<file path="config.mk">
export PLATFORM = sky130hd
export DESIGN_NAME = masked_search_and_skip_tests
export DESIGN_NICKNAME = d
export VERILOG_FILES = /design/src/search_skip_pkg.sv /design/src/masked_compare_unit.sv /design/src/masked_search_and_skip_tests.sv
export SDC_FILE = /design/constraint.sdc
export NUM_CORES = 1
export LEC_CHECK = 0
export ABC_CLOCK_PERIOD_IN_PS = 9050
export BUFFER_PORTS_ARGS = -buffer_cell sky130_fd_sc_hd__clkbuf_2
export CORE_MARGIN = 2
export CORE_UTILIZATION = 54
export CTS_CLUSTER_SIZE = 28
export DETAILED_ROUTE_END_ITERATION = 10
export PLACE_DENSITY_LB_ADDON = 0.12
export SLEW_MARGIN = 20
export SYNTH_ARGS = -nofsm -noshare
export SYNTH_HDL_FRONTEND = slang
export SYNTH_HIERARCHICAL = 1
export SYNTH_SLANG_ARGS = --single-unit
</file>
<file path="constraint.sdc">
create_clock -name clk_i -period 9.05 [get_ports clk_i]
set_input_delay 0.905 -clock clk_i [delete_from_list [all_inputs] [get_ports clk_i]]
set_output_delay 0.905 -clock clk_i [all_outputs]
set_load 0.005 [all_outputs]
</file>
<file path="src/search_skip_pkg.sv">
//------------------------------------------------------------------
// Constants for masked search and skip test execution
//------------------------------------------------------------------
// Contract
// - Search-le ends when masked word not above
// - Initial stage loads count, masks operand, bumps P
// - Zero count: no test, go to next
// - Each stage decrements count, fetches storage word
// - Hit stores remnant count and skips next
// - Miss at zero stores zero, no skip
// - Search-gt ends with skip when word greater
// - All-ones ranks above all-zeros in search
// - Incrementing index gives new address each stage
// - Next instruction always fetched; skip discards it
// - All zeros positive zero, all ones negative
// - Even parity of AND product skips next
// - Odd parity of AND product skips next
// - Parity product never written anywhere
// - Index adder yields positive zero, used as operand
// - Parity operand undefined when fields collide
// - Modifier test skips when index low not below
// - Modifier always adds upper half into lower
// - Modifier halves compared as unsigned magnitudes
// - Field codes 0,1,3 alike; 16,17 alike
// - Same index register modified exactly once
package search_skip_pkg;

	//------------------------------------------------------------------
	// Widths and word constants
	//------------------------------------------------------------------
	localparam int WORD_W = 36;
	localparam int HALF_W = 18;
	localparam logic [17:0] HALF_ONES = 18'h3ffff; // Negative zero half
	localparam logic [17:0] HALF_ZERO = 18'h00000; // Positive zero half

	//------------------------------------------------------------------
	// Operation codes and field codes
	//------------------------------------------------------------------
	localparam logic [5:0] OPC_PARITY_EVEN = 6'h24; // Octal 44
	localparam logic [5:0] OPC_PARITY_ODD = 6'h25; // Octal 45
	localparam logic [5:0] OPC_MODIFIER = 6'h27; // Octal 47
	localparam logic [5:0] OPC_SEARCH = 6'h39; // Octal 71
	localparam logic [3:0] MINOR_SEARCH_LE = 4'h6;
	localparam logic [3:0] MINOR_SEARCH_GT = 4'h7;
	localparam logic [3:0] J_FULL = 4'h0;
	localparam logic [3:0] J_LOW_HALF = 4'h1;
	localparam logic [3:0] J_HIGH_HALF = 4'h2;
	localparam logic [3:0] J_LOW_SIGNED = 4'h3;
	localparam logic [3:0] J_IMM_A = 4'he; // Octal 16
	localparam logic [3:0] J_IMM_B = 4'hf; // Octal 17

	//------------------------------------------------------------------
	// Comparator modes and sequencer states
	//------------------------------------------------------------------
	typedef enum logic [1:0] {
		CMP_LE = 2'h0,
		CMP_GT = 2'h1,
		PAR_EVEN = 2'h2,
		PAR_ODD = 2'h3
	} cmp_mode_e;

	typedef enum logic [2:0] {
		ST_IDLE = 3'h0,
		ST_INIT = 3'h1,
		ST_FETCH = 3'h3,
		ST_TERM = 3'h2,
		ST_NEXT = 3'h6,
		ST_WB = 3'h7
	} state_e;

	//------------------------------------------------------------------
	// Index adder: ones-complement sum that never yields negative zero
	//------------------------------------------------------------------
	function automatic logic [17:0] index_add(input logic [17:0] p,
		input logic [17:0] q);
		logic [18:0] s;
		logic [17:0] r;
		s = {1'b0, p} + {1'b0, q};
		r = s[17:0] + {17'h00000, s[18]};
		if (r == HALF_ONES) begin
			r = HALF_ZERO;
		end
		return r;
	endfunction : index_add

endpackage : search_skip_pkg

</file>
<file path="src/masked_compare_unit.sv">
`timescale 1ns/10ps
//------------------------------------------------------------------
// Masked magnitude and parity comparator
//------------------------------------------------------------------
module masked_compare_unit
	import search_skip_pkg::*;
(
	// Selection
	input wire cmp_mode_e mode_i,
	// Operands
	input wire logic [35:0] word_i,
	input wire logic [35:0] mask_i,
	input wire logic [35:0] ref_i,
	// Result
	output logic cond_o
);

	logic [35:0] product;

	// Logical product feeds both compare and parity
	always_comb begin
		product = word_i & mask_i;
		case (mode_i)
			CMP_LE: cond_o = (product <= ref_i);
			CMP_GT: cond_o = (product > ref_i);
			PAR_EVEN: cond_o = ~^product;
			PAR_ODD: cond_o = ^product;
			default: cond_o = 1'b0;
		endcase
	end

endmodule : masked_compare_unit

</file>
<file path="src/masked_search_and_skip_tests.sv">
`timescale 1ns/10ps
//------------------------------------------------------------------
// Masked searches and skip tests execution sequencer
//------------------------------------------------------------------
module masked_search_and_skip_tests
	import search_skip_pkg::*;
(
	// Clock and reset
	input wire logic clk_i,
	input wire logic reset_n_i,
	// Instruction issue
	input wire logic start_i,
	input wire logic [5:0] opcode_i,
	input wire logic [3:0] j_field_i,
	input wire logic [3:0] a_field_i,
	input wire logic [3:0] x_field_i,
	input wire logic h_flag_i,
	input wire logic [17:0] u_field_i,
	// Control register values
	input wire logic [17:0] repeat_count_register_i,
	input wire logic [35:0] mask_register_i,
	input wire logic [35:0] operand_register_i,
	input wire logic [35:0] selected_index_register_i,
	input wire logic [35:0] address_index_i,
	// Storage operand port
	output logic mem_req_o,
	output logic [17:0] mem_addr_o,
	input wire logic mem_ack_i,
	input wire logic [35:0] mem_data_i,
	// Program address and next instruction
	output logic pc_inc_o,
	output logic next_instruction_fetch_o,
	output logic next_instruction_discard_o,
	// Register write back
	output logic repeat_count_wr_o,
	output logic [17:0] repeat_count_o,
	output logic index_wr_o,
	output logic [3:0] index_sel_o,
	output logic [35:0] index_o,
	// Status
	output logic busy_o,
	output logic done_o,
	output logic skip_o
);

	//------------------------------------------------------------------
	// State
	//------------------------------------------------------------------
	typedef struct packed {
		state_e st;
		logic [5:0] opc;
		logic [3:0] j;
		logic [3:0] a;
		logic [3:0] x;
		logic h;
		logic [17:0] u;
		logic [17:0] cnt;
		logic [35:0] mask;
		logic [35:0] refv;
		logic [35:0] xi;
		logic [35:0] mod;
		logic [35:0] opnd;
		logic skip;
		logic [17:0] addr;
		logic rc_wr;
		logic [17:0] rc_out;
		logic idx_wr;
		logic [3:0] idx_sel;
		logic [35:0] idx_out;
	} state_s;

	state_s q;
	state_s d;
	logic reset_meta_q;
	logic reset_sync_q;
	logic is_search;
	logic is_parity;
	logic is_modifier;
	logic use_index;
	logic immediate;
	logic cond;
	logic mod_skip;
	logic [17:0] ea;
	logic [17:0] cnt_dec;
	logic [17:0] xi_step;
	logic [35:0] cmp_word;
	logic [35:0] cmp_mask;
	cmp_mode_e cmp_mode;

	//------------------------------------------------------------------
	// Reset release
	//------------------------------------------------------------------
	// Two stage release of the asynchronous reset
	always_ff @(posedge clk_i or negedge reset_n_i) begin
		if (!reset_n_i) begin
			reset_meta_q <= 1'b0;
			reset_sync_q <= 1'b0;
		end else begin
			reset_meta_q <= 1'b1;
			reset_sync_q <= reset_meta_q;
		end
	end

	//------------------------------------------------------------------
	// Decode and datapath
	//------------------------------------------------------------------
	// Instruction class and address formation
	always_comb begin
		is_search = (q.opc == OPC_SEARCH);
		is_parity = (q.opc == OPC_PARITY_EVEN) ||
			(q.opc == OPC_PARITY_ODD);
		is_modifier = (q.opc == OPC_MODIFIER);
		use_index = (q.x != 4'h0);
		immediate = !is_search && ((q.j == J_IMM_A) || (q.j == J_IMM_B));
		ea = index_add(q.u, use_index ? q.xi[17:0] : HALF_ZERO);
		xi_step = index_add(q.xi[17:0], q.xi[35:18]);
		cnt_dec = q.cnt - 18'h00001;
		mod_skip = (q.opnd[17:0] <= q.mod[17:0]);
	end

	// Comparator operand steering
	always_comb begin
		cmp_word = (q.st == ST_FETCH) ? mem_data_i : q.opnd;
		cmp_mask = is_search ? q.mask : q.refv;
		if (is_search) begin
			cmp_mode = (q.j == MINOR_SEARCH_GT) ? CMP_GT : CMP_LE;
		end else begin
			cmp_mode = (q.opc == OPC_PARITY_ODD) ? PAR_ODD : PAR_EVEN;
		end
	end

	masked_compare_unit u_compare (
		.mode_i(cmp_mode),
		.word_i(cmp_word),
		.mask_i(cmp_mask),
		.ref_i(q.refv),
		.cond_o(cond)
	);

	//------------------------------------------------------------------
	// Partial word selection of the fetched operand
	//------------------------------------------------------------------
	function automatic logic [35:0] partial_word(input logic [35:0] w,
		input logic [3:0] jf);
		case (jf)
			J_LOW_HALF: return {HALF_ZERO, w[17:0]};
			J_HIGH_HALF: return {HALF_ZERO, w[35:18]};
			J_LOW_SIGNED: return {{18{w[17]}}, w[17:0]};
			default: return w;
		endcase
	endfunction : partial_word

	//------------------------------------------------------------------
	// Sequencer
	//------------------------------------------------------------------
	// Next state of the whole block
	always_comb begin
		d = q;
		d.rc_wr = 1'b0;
		d.idx_wr = 1'b0;
		case (q.st)
			ST_IDLE: begin
				if (start_i) begin
					d.opc = opcode_i;
					d.j = j_field_i;
					d.a = a_field_i;
					d.x = x_field_i;
					d.h = h_flag_i;
					d.u = u_field_i;
					d.cnt = repeat_count_register_i;
					d.mask = mask_register_i;
					d.xi = address_index_i;
					d.mod = selected_index_register_i;
					d.skip = 1'b0;
					if (opcode_i == OPC_SEARCH) begin
						d.refv = operand_register_i & mask_register_i;
					end else begin
						d.refv = operand_register_i;
					end
					d.st = ST_INIT;
				end
			end
			ST_INIT: begin
				d.addr = ea;
				if (is_search && (q.cnt == HALF_ZERO)) begin
					d.st = ST_NEXT;
				end else if (immediate) begin
					d.opnd = {HALF_ZERO, ea};
					d.st = ST_TERM;
				end else begin
					d.st = ST_FETCH;
				end
			end
			ST_FETCH: begin
				if (mem_ack_i) begin
					if (is_search) begin
						d.cnt = cnt_dec;
						if (q.h && use_index) begin
							d.xi = {q.xi[35:18], xi_step};
							d.addr = index_add(q.u, xi_step);
						end
						if (cond) begin
							d.skip = 1'b1;
							d.rc_out = cnt_dec;
							d.st = ST_TERM;
						end else if (cnt_dec == HALF_ZERO) begin
							d.skip = 1'b0;
							d.rc_out = HALF_ZERO;
							d.st = ST_TERM;
						end
					end else begin
						d.opnd = partial_word(mem_data_i, q.j);
						d.st = ST_TERM;
					end
				end
			end
			ST_TERM: begin
				if (is_search) begin
					d.rc_wr = 1'b1;
				end else if (is_parity) begin
					d.skip = cond;
				end else if (is_modifier) begin
					d.skip = mod_skip;
					d.idx_wr = 1'b1;
					d.idx_sel = q.a;
					d.idx_out = {q.mod[35:18],
						index_add(q.mod[17:0], q.mod[35:18])};
				end
				d.st = ST_NEXT;
			end
			ST_NEXT: begin
				// Index increment, dropped when the modifier already wrote it
				if (q.h && use_index &&
					!(is_modifier && (q.a == q.x))) begin
					d.idx_wr = 1'b1;
					d.idx_sel = q.x;
					d.idx_out = is_search ? q.xi : {q.xi[35:18], xi_step};
				end
				d.st = ST_WB;
			end
			ST_WB: begin
				d.st = ST_IDLE;
			end
			default: begin
				d.st = ST_IDLE;
			end
		endcase
	end

	// State register
	always_ff @(posedge clk_i or negedge reset_sync_q) begin
		if (!reset_sync_q) begin
			q <= '0;
		end else begin
			q <= d;
		end
	end

	//------------------------------------------------------------------
	// Outputs
	//------------------------------------------------------------------
	// Handshakes decoded from state, data from flops
	always_comb begin
		pc_inc_o = (q.st == ST_INIT) ||
			((q.st == ST_NEXT) && q.skip);
		next_instruction_fetch_o = (q.st == ST_NEXT);
		next_instruction_discard_o = (q.st == ST_NEXT) && q.skip;
		mem_req_o = (q.st == ST_FETCH);
		mem_addr_o = q.addr;
		repeat_count_wr_o = q.rc_wr;
		repeat_count_o = q.rc_out;
		index_wr_o = q.idx_wr;
		index_sel_o = q.idx_sel;
		index_o = q.idx_out;
		busy_o = (q.st != ST_IDLE);
		done_o = (q.st == ST_WB);
		skip_o = q.skip;
	end
endmodule : masked_search_and_skip_tests

</file>
### After elaboration in Yosys (flattened, before gate mapping)

Cells that the tools add are included.
Widths: inputs -> output; s select.

| operators by class | value |
|---|---|
| add/subtract/negate cells | 9 |
| multipliers | 0 |
| div/mod/pow operators | 0 |
| magnitude comparators | 3 |
| equality and inequality tests | 38 |
| shifts and indexed selects | 0 |
| muxes and demuxes | 53 |
| bitwise gates (word level) | 3 |
| reduce and logical (&&, ||, !) cells | 34 |

Operator list:

| cell | number |
|---|---|
| $mux 18 | 14 |
| $mux 36 | 6 |
| $mux 202 | 1 |
| $mux 41 | 4 |
| $pmux 36 s2 | 2 |
| $pmux 36 s3 | 1 |
| $pmux 41 s2 | 1 |
| $add 18x18->19 | 4 |
| $add 18x1->18 | 4 |
| $and 36x36->36 | 2 |
| $eq 18x18->1 const B | 4 |
| $pmux 18 s2 | 2 |
| $mux 55 | 1 |
| $gt 36x36->1 | 1 |
| $le 36x36->1 | 1 |
| $logic_not 18->1 | 2 |
| $reduce_xnor 36->1 | 1 |
| $reduce_xor 36->1 | 1 |
| $eq 6x6->1 const B | 5 |
| $mux 19 | 1 |
| $le 18x18->1 | 1 |
| $sub 18x1->18 const B | 1 |
| $mux 3 | 5 |
| $pmux 3 s5 | 1 |
| other kinds (33) | 74 |

| word-level totals | value |
|---|---|
| bits in registers | 319 |
| latch bits | 0 |
| bits in writable memories | 0 |
| bits in read-only memories | 0 |
| input bits | 239 |
| word-level logic and storage cells | 163 |
| memories | 0 |

### Logic depth before layout (Yosys ltp)

Gate-level depths: netlist of run 1.

| depth | value |
|---|---|
| depth after elaboration | 12 |
| mapped depth | 44 |
| gate-level depth less buffers | 43 |

### Hierarchy

The synthesis of run 1 kept the hierarchy.

Modules (own cells, without submodules):

| module | times used | cells each | area an instance (um^2) |
|---|---|---|---|
| masked_search_and_skip_tests | 1 | 2862 | 22450.3 |
| masked_compare_unit | 1 | 206 | 1537.7 |

### Worst setup path after synthesis of run 1

Ideal clock, no wire load.

| timing | value |
|---|---|
| path kind | reg-to-reg |
| start | register q[151] (netlist name) |
| end | register q, in the netlist mem_addr_o[3] |
| setup time | 143 ps |
| arrival time | 9222 ps |
| data required time | 8907 ps |
| slack | -315 ps |
| stages on the path, launching flop included | 44 |
| path through | dfrtp_1 ha_1 inv_1 fa_1 nor2b_1 o2111ai_1 a21oi_1 a21boi_0 o21ai_0 a21o_1 a21o_1 ha_1 ha_1 inv_1 or2_2 and3b_1 nand2_1 nor3_1 (+8 left out) and3_1 nand2_1 a211oi_1 nor3_1 o31ai_1 a21o_1 a21o_1 ha_1 ha_1 inv_1 or2_2 or3_1 nor2_1 xnor2_1 o31ai_1 nand4_1 o31ai_1 o211ai_1 |

| between the ends | value |
|---|---|
| cells in the longest elaborated chain, start to end | 12 |
| elaborated cells on any way between the ends | 17 |

RTL lines:

| what | RTL line | source |
|---|---|---|
| start, declared | masked_search_and_skip_tests.sv:72 | `state_s q;` |
| start signal, assigned | masked_search_and_skip_tests.sv:253 | `q <= '0;` |
| start signal, assigned | masked_search_and_skip_tests.sv:255 | `q <= d;` |
| $add 18x18->19 | search_skip_pkg.sv:78 | `s = {1'b0, p} + {1'b0, q};` |
| $add 18x1->18 | search_skip_pkg.sv:79 | `r = s[17:0] + {17'h00000, s[18]};` |
| $eq 18x18->1 | search_skip_pkg.sv:80 | `if (r == HALF_ONES) begin` |
| $mux 18 | search_skip_pkg.sv:80 |  |
| $add 18x18->19 | search_skip_pkg.sv:78 |  |
| $add 18x1->18 | search_skip_pkg.sv:79 |  |
| $eq 18x18->1 | search_skip_pkg.sv:80 |  |
| $mux 18 | search_skip_pkg.sv:80 |  |
| $mux 18 | masked_search_and_skip_tests.sv:198 | `if (q.h && use_index) begin` |
| $mux 19 | masked_search_and_skip_tests.sv:196 | `if (is_search) begin` |
| $mux 55 | masked_search_and_skip_tests.sv:195 | `if (mem_ack_i) begin` |
| $pmux 18 s2 (*) | masked_search_and_skip_tests.sv:161 | `case (q.st)` |

Every way passes the cells marked *; elsewhere a longest branch is shown, timed or not. The select of a mux whose other input is x is not followed.
A chain may end at the register's enable or synchronous reset.

### Final worst setup path of run 1

| timing | value |
|---|---|
| start | register q[151] (netlist name) |
| end | register q, in the netlist mem_addr_o[17] |

Same word-level chain as after synthesis.

==> results of run 1 <==
-- kinds of logic (layout without fill, tap and decap cells) --
group | after synthesis | in the layout | synth area share, %
fa+ha+maj | 140 | 140 | 7.43
xor+xnor | 152 | 152 | 5.78
simple gates | 1344 | 1344 | 25.3
compound gates | 740 | 740 | 20.4
other cells | 1 | 3 | 0.0156
mux | 27 | 27 | 1.14
buf+inv | 345 | 609 | 6.61
flops | 319 | 319 | 33.3
-- layout by cell type, fill, tap and decap left out, drive strengths merged, types with 21 or more instances in the layout --
cell type    n
nand2      817
clkbuf     374
dfrtp      319
o21ai      218
a21oi      137
ha         136
nor2       124
inv        110
buf        107
xnor2       94
and2        77
nand3       72
nor3        56
o211ai      55
xor2        54
o31ai       51
a22oi       43
nand4       33
a21o        30
and3        27
mux2i       25
a211oi      23
o311ai      22
a31oi       21
-- worst paths after layout --
kind | start | end | depth (start not counted)
max in group asynchronous | reset_sync_q | index_o[22] | 1
setup / recovery | q[151] | mem_addr_o[17] | 43
hold reg to reg | reset_sync_q | q[199] | 0
min in group clk_i | reset_meta_q | reset_sync_q | 0
setup reg to reg | q[151] | mem_addr_o[17] | 43
hold / removal | reset_n_i | reset_sync_q | 1
-- layer usage --
metal  wire [µm]  vias to the layer above
met1       34800                    11500
met5          28                        -
met2       39700                      992
li1            -                    11200
met4        4450                        4
met3        6140                      224
-- through the flow --
| step | util, % | instances | TNS (ns) |
|---|---|---|---|
| after detailed placement | 59.1 | 3850 | -1.36 |
| after floorplan | - | 3068 | 0 |
| after CTS | 62.3 | 3919 | 0 |
| after global placement | 59.1 | 3850 | 0 |
| final | 62.8 | 3926 | 0 |
| after global routing | 62.8 | 3925 | -0.507 |
-- cell type report --
cell class,count,area share (%)
diodes,2,0.0181
clock buffers,51,4.02
clock inverters,18,1.04
inverters,110,1.49
multi-input cells,2404,53.0
flip-flops and latches,319,28.9
repair buffers,430,8.84
well taps,592,2.68
-- worst reg2reg max path, delay by kind of cell, from the launching register on --
family | cells | cell delay [ns]
fa+ha+maj | 7 | 1.60
buf+inv | 6 | 0.73
xor+xnor | 1 | 0.13
simple gates | 13 | 2.44
compound gates | 16 | 3.27
flops | 1 | 0.37
-- flip-flops by register name, indices dropped and copies added (netlist names) --
register / count
repeat_count_o: 18
repeat_count_wr_o: 1
index_o: 36
reset_sync_q: 1
reset_meta_q: 1
index_sel_o: 4
skip_o: 1
q: 238
index_wr_o: 1
mem_addr_o: 18
-- what timing repair did --
| item | in CTS | in global routing |
|---|---|---|
| buffers inserted | 0 | 4 |
| endpoints found under the setup margin | 17 | 18 |
| gates resized for setup | 5 | 48 |
| gates cloned | 0 | 1 |
| pin swaps | 1 | 16 |
==> flow_summary.yaml, run 1 <==
global_routing:
  grt_max_degree: 144
  grtUsageTotal_pct: 35.9
  top_usage_layer: "met2"
  grtUsageMet1_pct: 47.1
  grt_pass1_vias: 22800
  grt_pass1_wl_um: 130000
  gr-total-overflow: 0
  antenna_found_initial: 4
  grt_use_met3_pct: 5.56
  grt_use_met2_pct: 58.5
synth:
  synthFlopType: "dfrtp_1"
  synth_area_per_cell_um2: 7.82
  synth-seq-area-share_pct: 33.3
  yosysUniqueCellTypes: 99
  yosysMostFrequentCell: "nand2_1"
  ys_seq_elements: 319
  synth_commonest_cells: "816 x nand2_1, 319 x dfrtp_1, 214 x o21ai_0"
  synth_top_cell_by_area: "dfrtp_1"
  yosys_warnings: 6
  synth-edff-count: 0
  ys_top_cells_by_area: "dfrtp_1 33%, nand2_1 13%, ha_1 7.1%"
  syn_area_um2: 24000
  synth_nets: 3447
  synth_top_area_share_pct: 33.3
  syn-instance-count: 3068
  async_flop_share_pct: 100
worst_setup_path:
  crit_path_end_kind: "flip-flop"
  slowest_stage: "a2111o_1"
  required_ns: 9.50
  cp_common_cell: "a21o_1"
  cp_max_fo: 22
  cp.arrival_ns: 9.12
  reg2reg_slack_ns: 0.38
  cp-start-kind: "flip-flop"
  max_stage_delay_ns: 0.52
  critical-path-top-delay-family: "compound AO/OA/AOI/OAI gates"
  crit_buf_inv: 6
  crit_type: "reg -> reg"
die:
  start_util_pct: 54.5
  core_area_um2: 44000
  design.die.area_um2: 46100
  die_width_um: 215
  rows: 77
  ios: 324
  die_y_um: 215
placement:
  hpwl_um: 65100
  portBuffers: 323
  place.gp.congestion: 1.06
  dpl_cell_area_um2: 26000
  preCtsSetupSlack_ns: -0.150
final_layout:
  final_cell_area_um2: 27700
  multiInputGateArea_um2: 14700
  drive_gt1_share_pct: 17.7
  fillers: 3999
  area_delta_synth_final_pct: 15.3
  fin_nets: 3683
  regArea_um2: 7990
sta:
  hold_viol: 0
  relSlewSlack_pct: 12.9
  setup_violations: 0
  tightest_slew_ns: 1.30
  fmax_mhz: 115
  post-route-min-period_ns: 8.67
  holdWs_ns: 0.114
  setup_ws_ns: 0.377
  final_min_period_over_clock_period_pct: 95.8
  fin_skew_ns: 0.0368
  slew_viol_final: 0
route:
  viasPerCell: 6.09
  drtIter0Drc: 2126
  routed_wl_um: 85100
  drt_pass1_iterations: 6
  drtAntennaViolNets: 0
  drc: 0
  wl_per_cell_um: 21.7
  vias: 23900
cts:
  cts_num_sinks: 319
  cts_buffers: 39
  cts_buffer_depth: 3
  cts_tree: "yes"
  postCtsHoldBufs: 0
  htree_levels: 2
  cts_root_buf: "clkbuf_16"
  clkLatencyLatePin_ns: 0.59
  clk_pin_slew_ns: 0.06
status:
  status: "finished clean"
worst_hold_path:
  hp-class: "in -> async"
flow_run:
  maxCapViolCount: 0
Power of run 1 is not shown: default switching activity piles up to over one toggle a cycle in this logic, so the estimate is an artifact.
==> run 2, diff against run 1 <==
ABC_AREA = 1   (was default)
HOLD_SLACK_MARGIN = 0.05   (was default)
==> run 2 against run 1 <==
Effect of this change:
- die area increased by 4.7%
- final area increased by 1.3%
- global-route usage decreased by 0.91 points
- first-iteration DRC count increased by 31%
- via count increased by 7.3%
- register-to-register slack improved by 0.68 ns
- core utilization decreased by 2.3 points
- fmax increased by 8.5%
- non-clock buffer count decreased by 86
- synthesized cell count increased by 27%
- wire length decreased by 0.26%
- hold slack got worse by 0.0031 ns
==> flow_summary.yaml, run 2 <==
worst_setup_path:
  crit_buf_inv: 7
  crit_cells: 54
  slowest_stage: "fa_1"
  crit_type: "reg -> reg"
  r2r_start: "q[151]"
  critical-path-top-delay-family: "simple AND/OR/NAND/NOR gates"
  reg2reg_slack_ns: 1.05
  cp-start-kind: "flip-flop"
  r2r_cells: 54
  cp_max_fo: 18
  cp.arrival_ns: 8.45
  required_ns: 9.51
  cp_common_cell: "nand2_1"
  reg2reg_to: "mem_addr_o[0]"
  crit_path_end_kind: "flip-flop"
  max_stage_delay_ns: 0.39
synth:
  ys_seq_elements: 319
  ys_top_cells_by_area: "dfrtp_1 32%, nand2_1 19%, inv_1 8.0%"
  synth_top_family_by_area: "simple AND/OR/NAND/NOR gates"
  async_flop_share_pct: 100
  synth_nets: 4286
  synth-seq-area-share_pct: 31.7
  syn-instance-count: 3907
  synthSimpleGateAreaFrac_pct: 33.4
  synthFlopType: "dfrtp_1"
  yosysMostFrequentCell: "nand2_1"
  synth_commonest_cells: "1286 x nand2_1, 539 x inv_1, 365 x o21ai_0"
  yosysUniqueCellTypes: 54
  syn_area_um2: 25100
  synth_fa_ha_area_share_pct: 7.08
  yosys-mux-area-fraction_pct: 0
  synth_compound_area_share_pct: 13.0
  synth_area_per_cell_um2: 6.44
  synth-edff-count: 0
  yosys_warnings: 6
  synth_top_cell_by_area: "dfrtp_1"
  synth_top_area_share_pct: 31.7
  yosys.area_share.xor_xnor_pct: 2.04
sta:
  relSlewSlack_pct: 30.4
  fmax_mhz: 125
  post-route-min-period_ns: 8.00
  final_min_period_over_clock_period_pct: 88.4
  slew_viol_final: 0
  tightest_slew_ns: 1.03
  finalSetupTns_ns: 0
  setup_violations: 0
  fin_skew_ns: 0.0237
  hold_viol: 0
  rsz0062_at_grt: "false"
cts:
  cts_num_sinks: 319
  clk_pin_slew_ns: 0.06
  cts_buffers: 38
  clkLatencyLatePin_ns: 0.59
  htree_levels: 2
  cts_tree: "yes"
  post_cts.repair.setup_buffers: 0
  cts_buffer_depth: 3
  cts_root_buf: "clkbuf_16"
route:
  drt_pass1_iterations: 6
  viasPerCell: 5.41
  drc: 0
  wl_per_cell_um: 17.9
  drtAntennaViolNets: 0
  drtIter0Drc: 2788
  routed_wl_um: 84900
  vias: 25600
global_routing:
  grt_pass1_wl_um: 130000
  grt_pass1_vias: 23400
  grt_max_degree: 98
  grtUsageTotal_pct: 35.0
  gr-total-overflow: 0
  antenna_found_initial: 4
die:
  design.die.area_um2: 48300
  core_area_um2: 46300
  die_width_um: 220
  ios: 324
  rows: 79
  start_util_pct: 54.4
  die_y_um: 220
worst_hold_path:
  hp-class: "in -> async"
final_layout:
  layout.cells.non_filler: 4737
  fin_nets: 4478
  drive_gt1_share_pct: 13.3
  final_common_cell: "nand2_1"
  regMostFlops: "q"
  layout_common_cells: "1286 x nand2_1, 538 x inv_1, 365 x o21ai_0"
  area_delta_synth_final_pct: 11.3
  largest_reg_flops: 238
placement:
  placed_cells: 4666
  place.gp.congestion: 1.01
  hpwl_um: 67500
  portBuffers: 323
status:
  status: "finished clean"
flow_run:
  maxCapViolCount: 0
[run 2: area by class of cell]
class,count,area (µm²)
sequential,319,7990
fill,4594,18300
tap,607,759
clock inverter,15,180
clock buffer,54,1120
timing repair buffer,344,1780
inverter,574,2150
antenna,2,5.00
multi-input combinational,2822,14000
[run 2: cells by family after synthesis]
logic type	after synthesis
simple gates	2008
compound gates	617
buf+inv	766
fa+ha+maj	140
xor+xnor	56
flops	319
other cells	1
[run 2: what timing repair did]
action	CTS	global route
gates resized for setup	0	1
endpoints found under the setup margin	0	3
hold buffers	0	0
[run 2: worst max path at each step]
stage	start	endpoint	slack, ns
final	q[151]	mem_addr_o[0]	1.05
after global routing	q[151]	mem_addr_o[11]	0.1
after CTS	q[151]	mem_addr_o[0]	0.99
after detailed placement	q[151]	mem_addr_o[0]	1.02
after global placement	q[151]	mem_addr_o[5]	1.19
after floorplan	q[151]	mem_addr_o[6]	2.20
[run 2: worst reg2reg max path: cells and delay by family, from the launching register on]
family          cells  cell delay [ns]
compound gates      5             0.78
flops               1             0.35
buf+inv             7             0.60
xor+xnor            1             0.13
fa+ha+maj           8             2.08
simple gates       33             3.92
[run 2: stage by stage]
stage          util [%]  cell area, µm²  hold WS (ns)  worst slack, ns
2_1_floorplan         -           25200         0.331             2.20
3_3_place_gp       57.7           26700         0.333             1.19
3_5_place_dp       57.7           26700         0.338             1.02
4_1_cts            60.5           28000        0.0896            0.988
5_1_grt            60.5           28000         0.101           0.0976
6_report           60.5           28000         0.111             1.05
[run 2: routing by layer]
layer | routed length (µm) | part of all wire (%) | GRT usage [%] | vias to the layer above
met5 | 23 | 0.027 | 0 | -
met4 | 2700 | 3.2 | 10.8 | 4
met3 | 6930 | 8.2 | 5.05 | 132
met2 | 36400 | 43 | 53.1 | 950
met1 | 38800 | 46 | 51.5 | 11800
li1 | - | - | - | 12700
Power of run 2 is left out for the same reason.
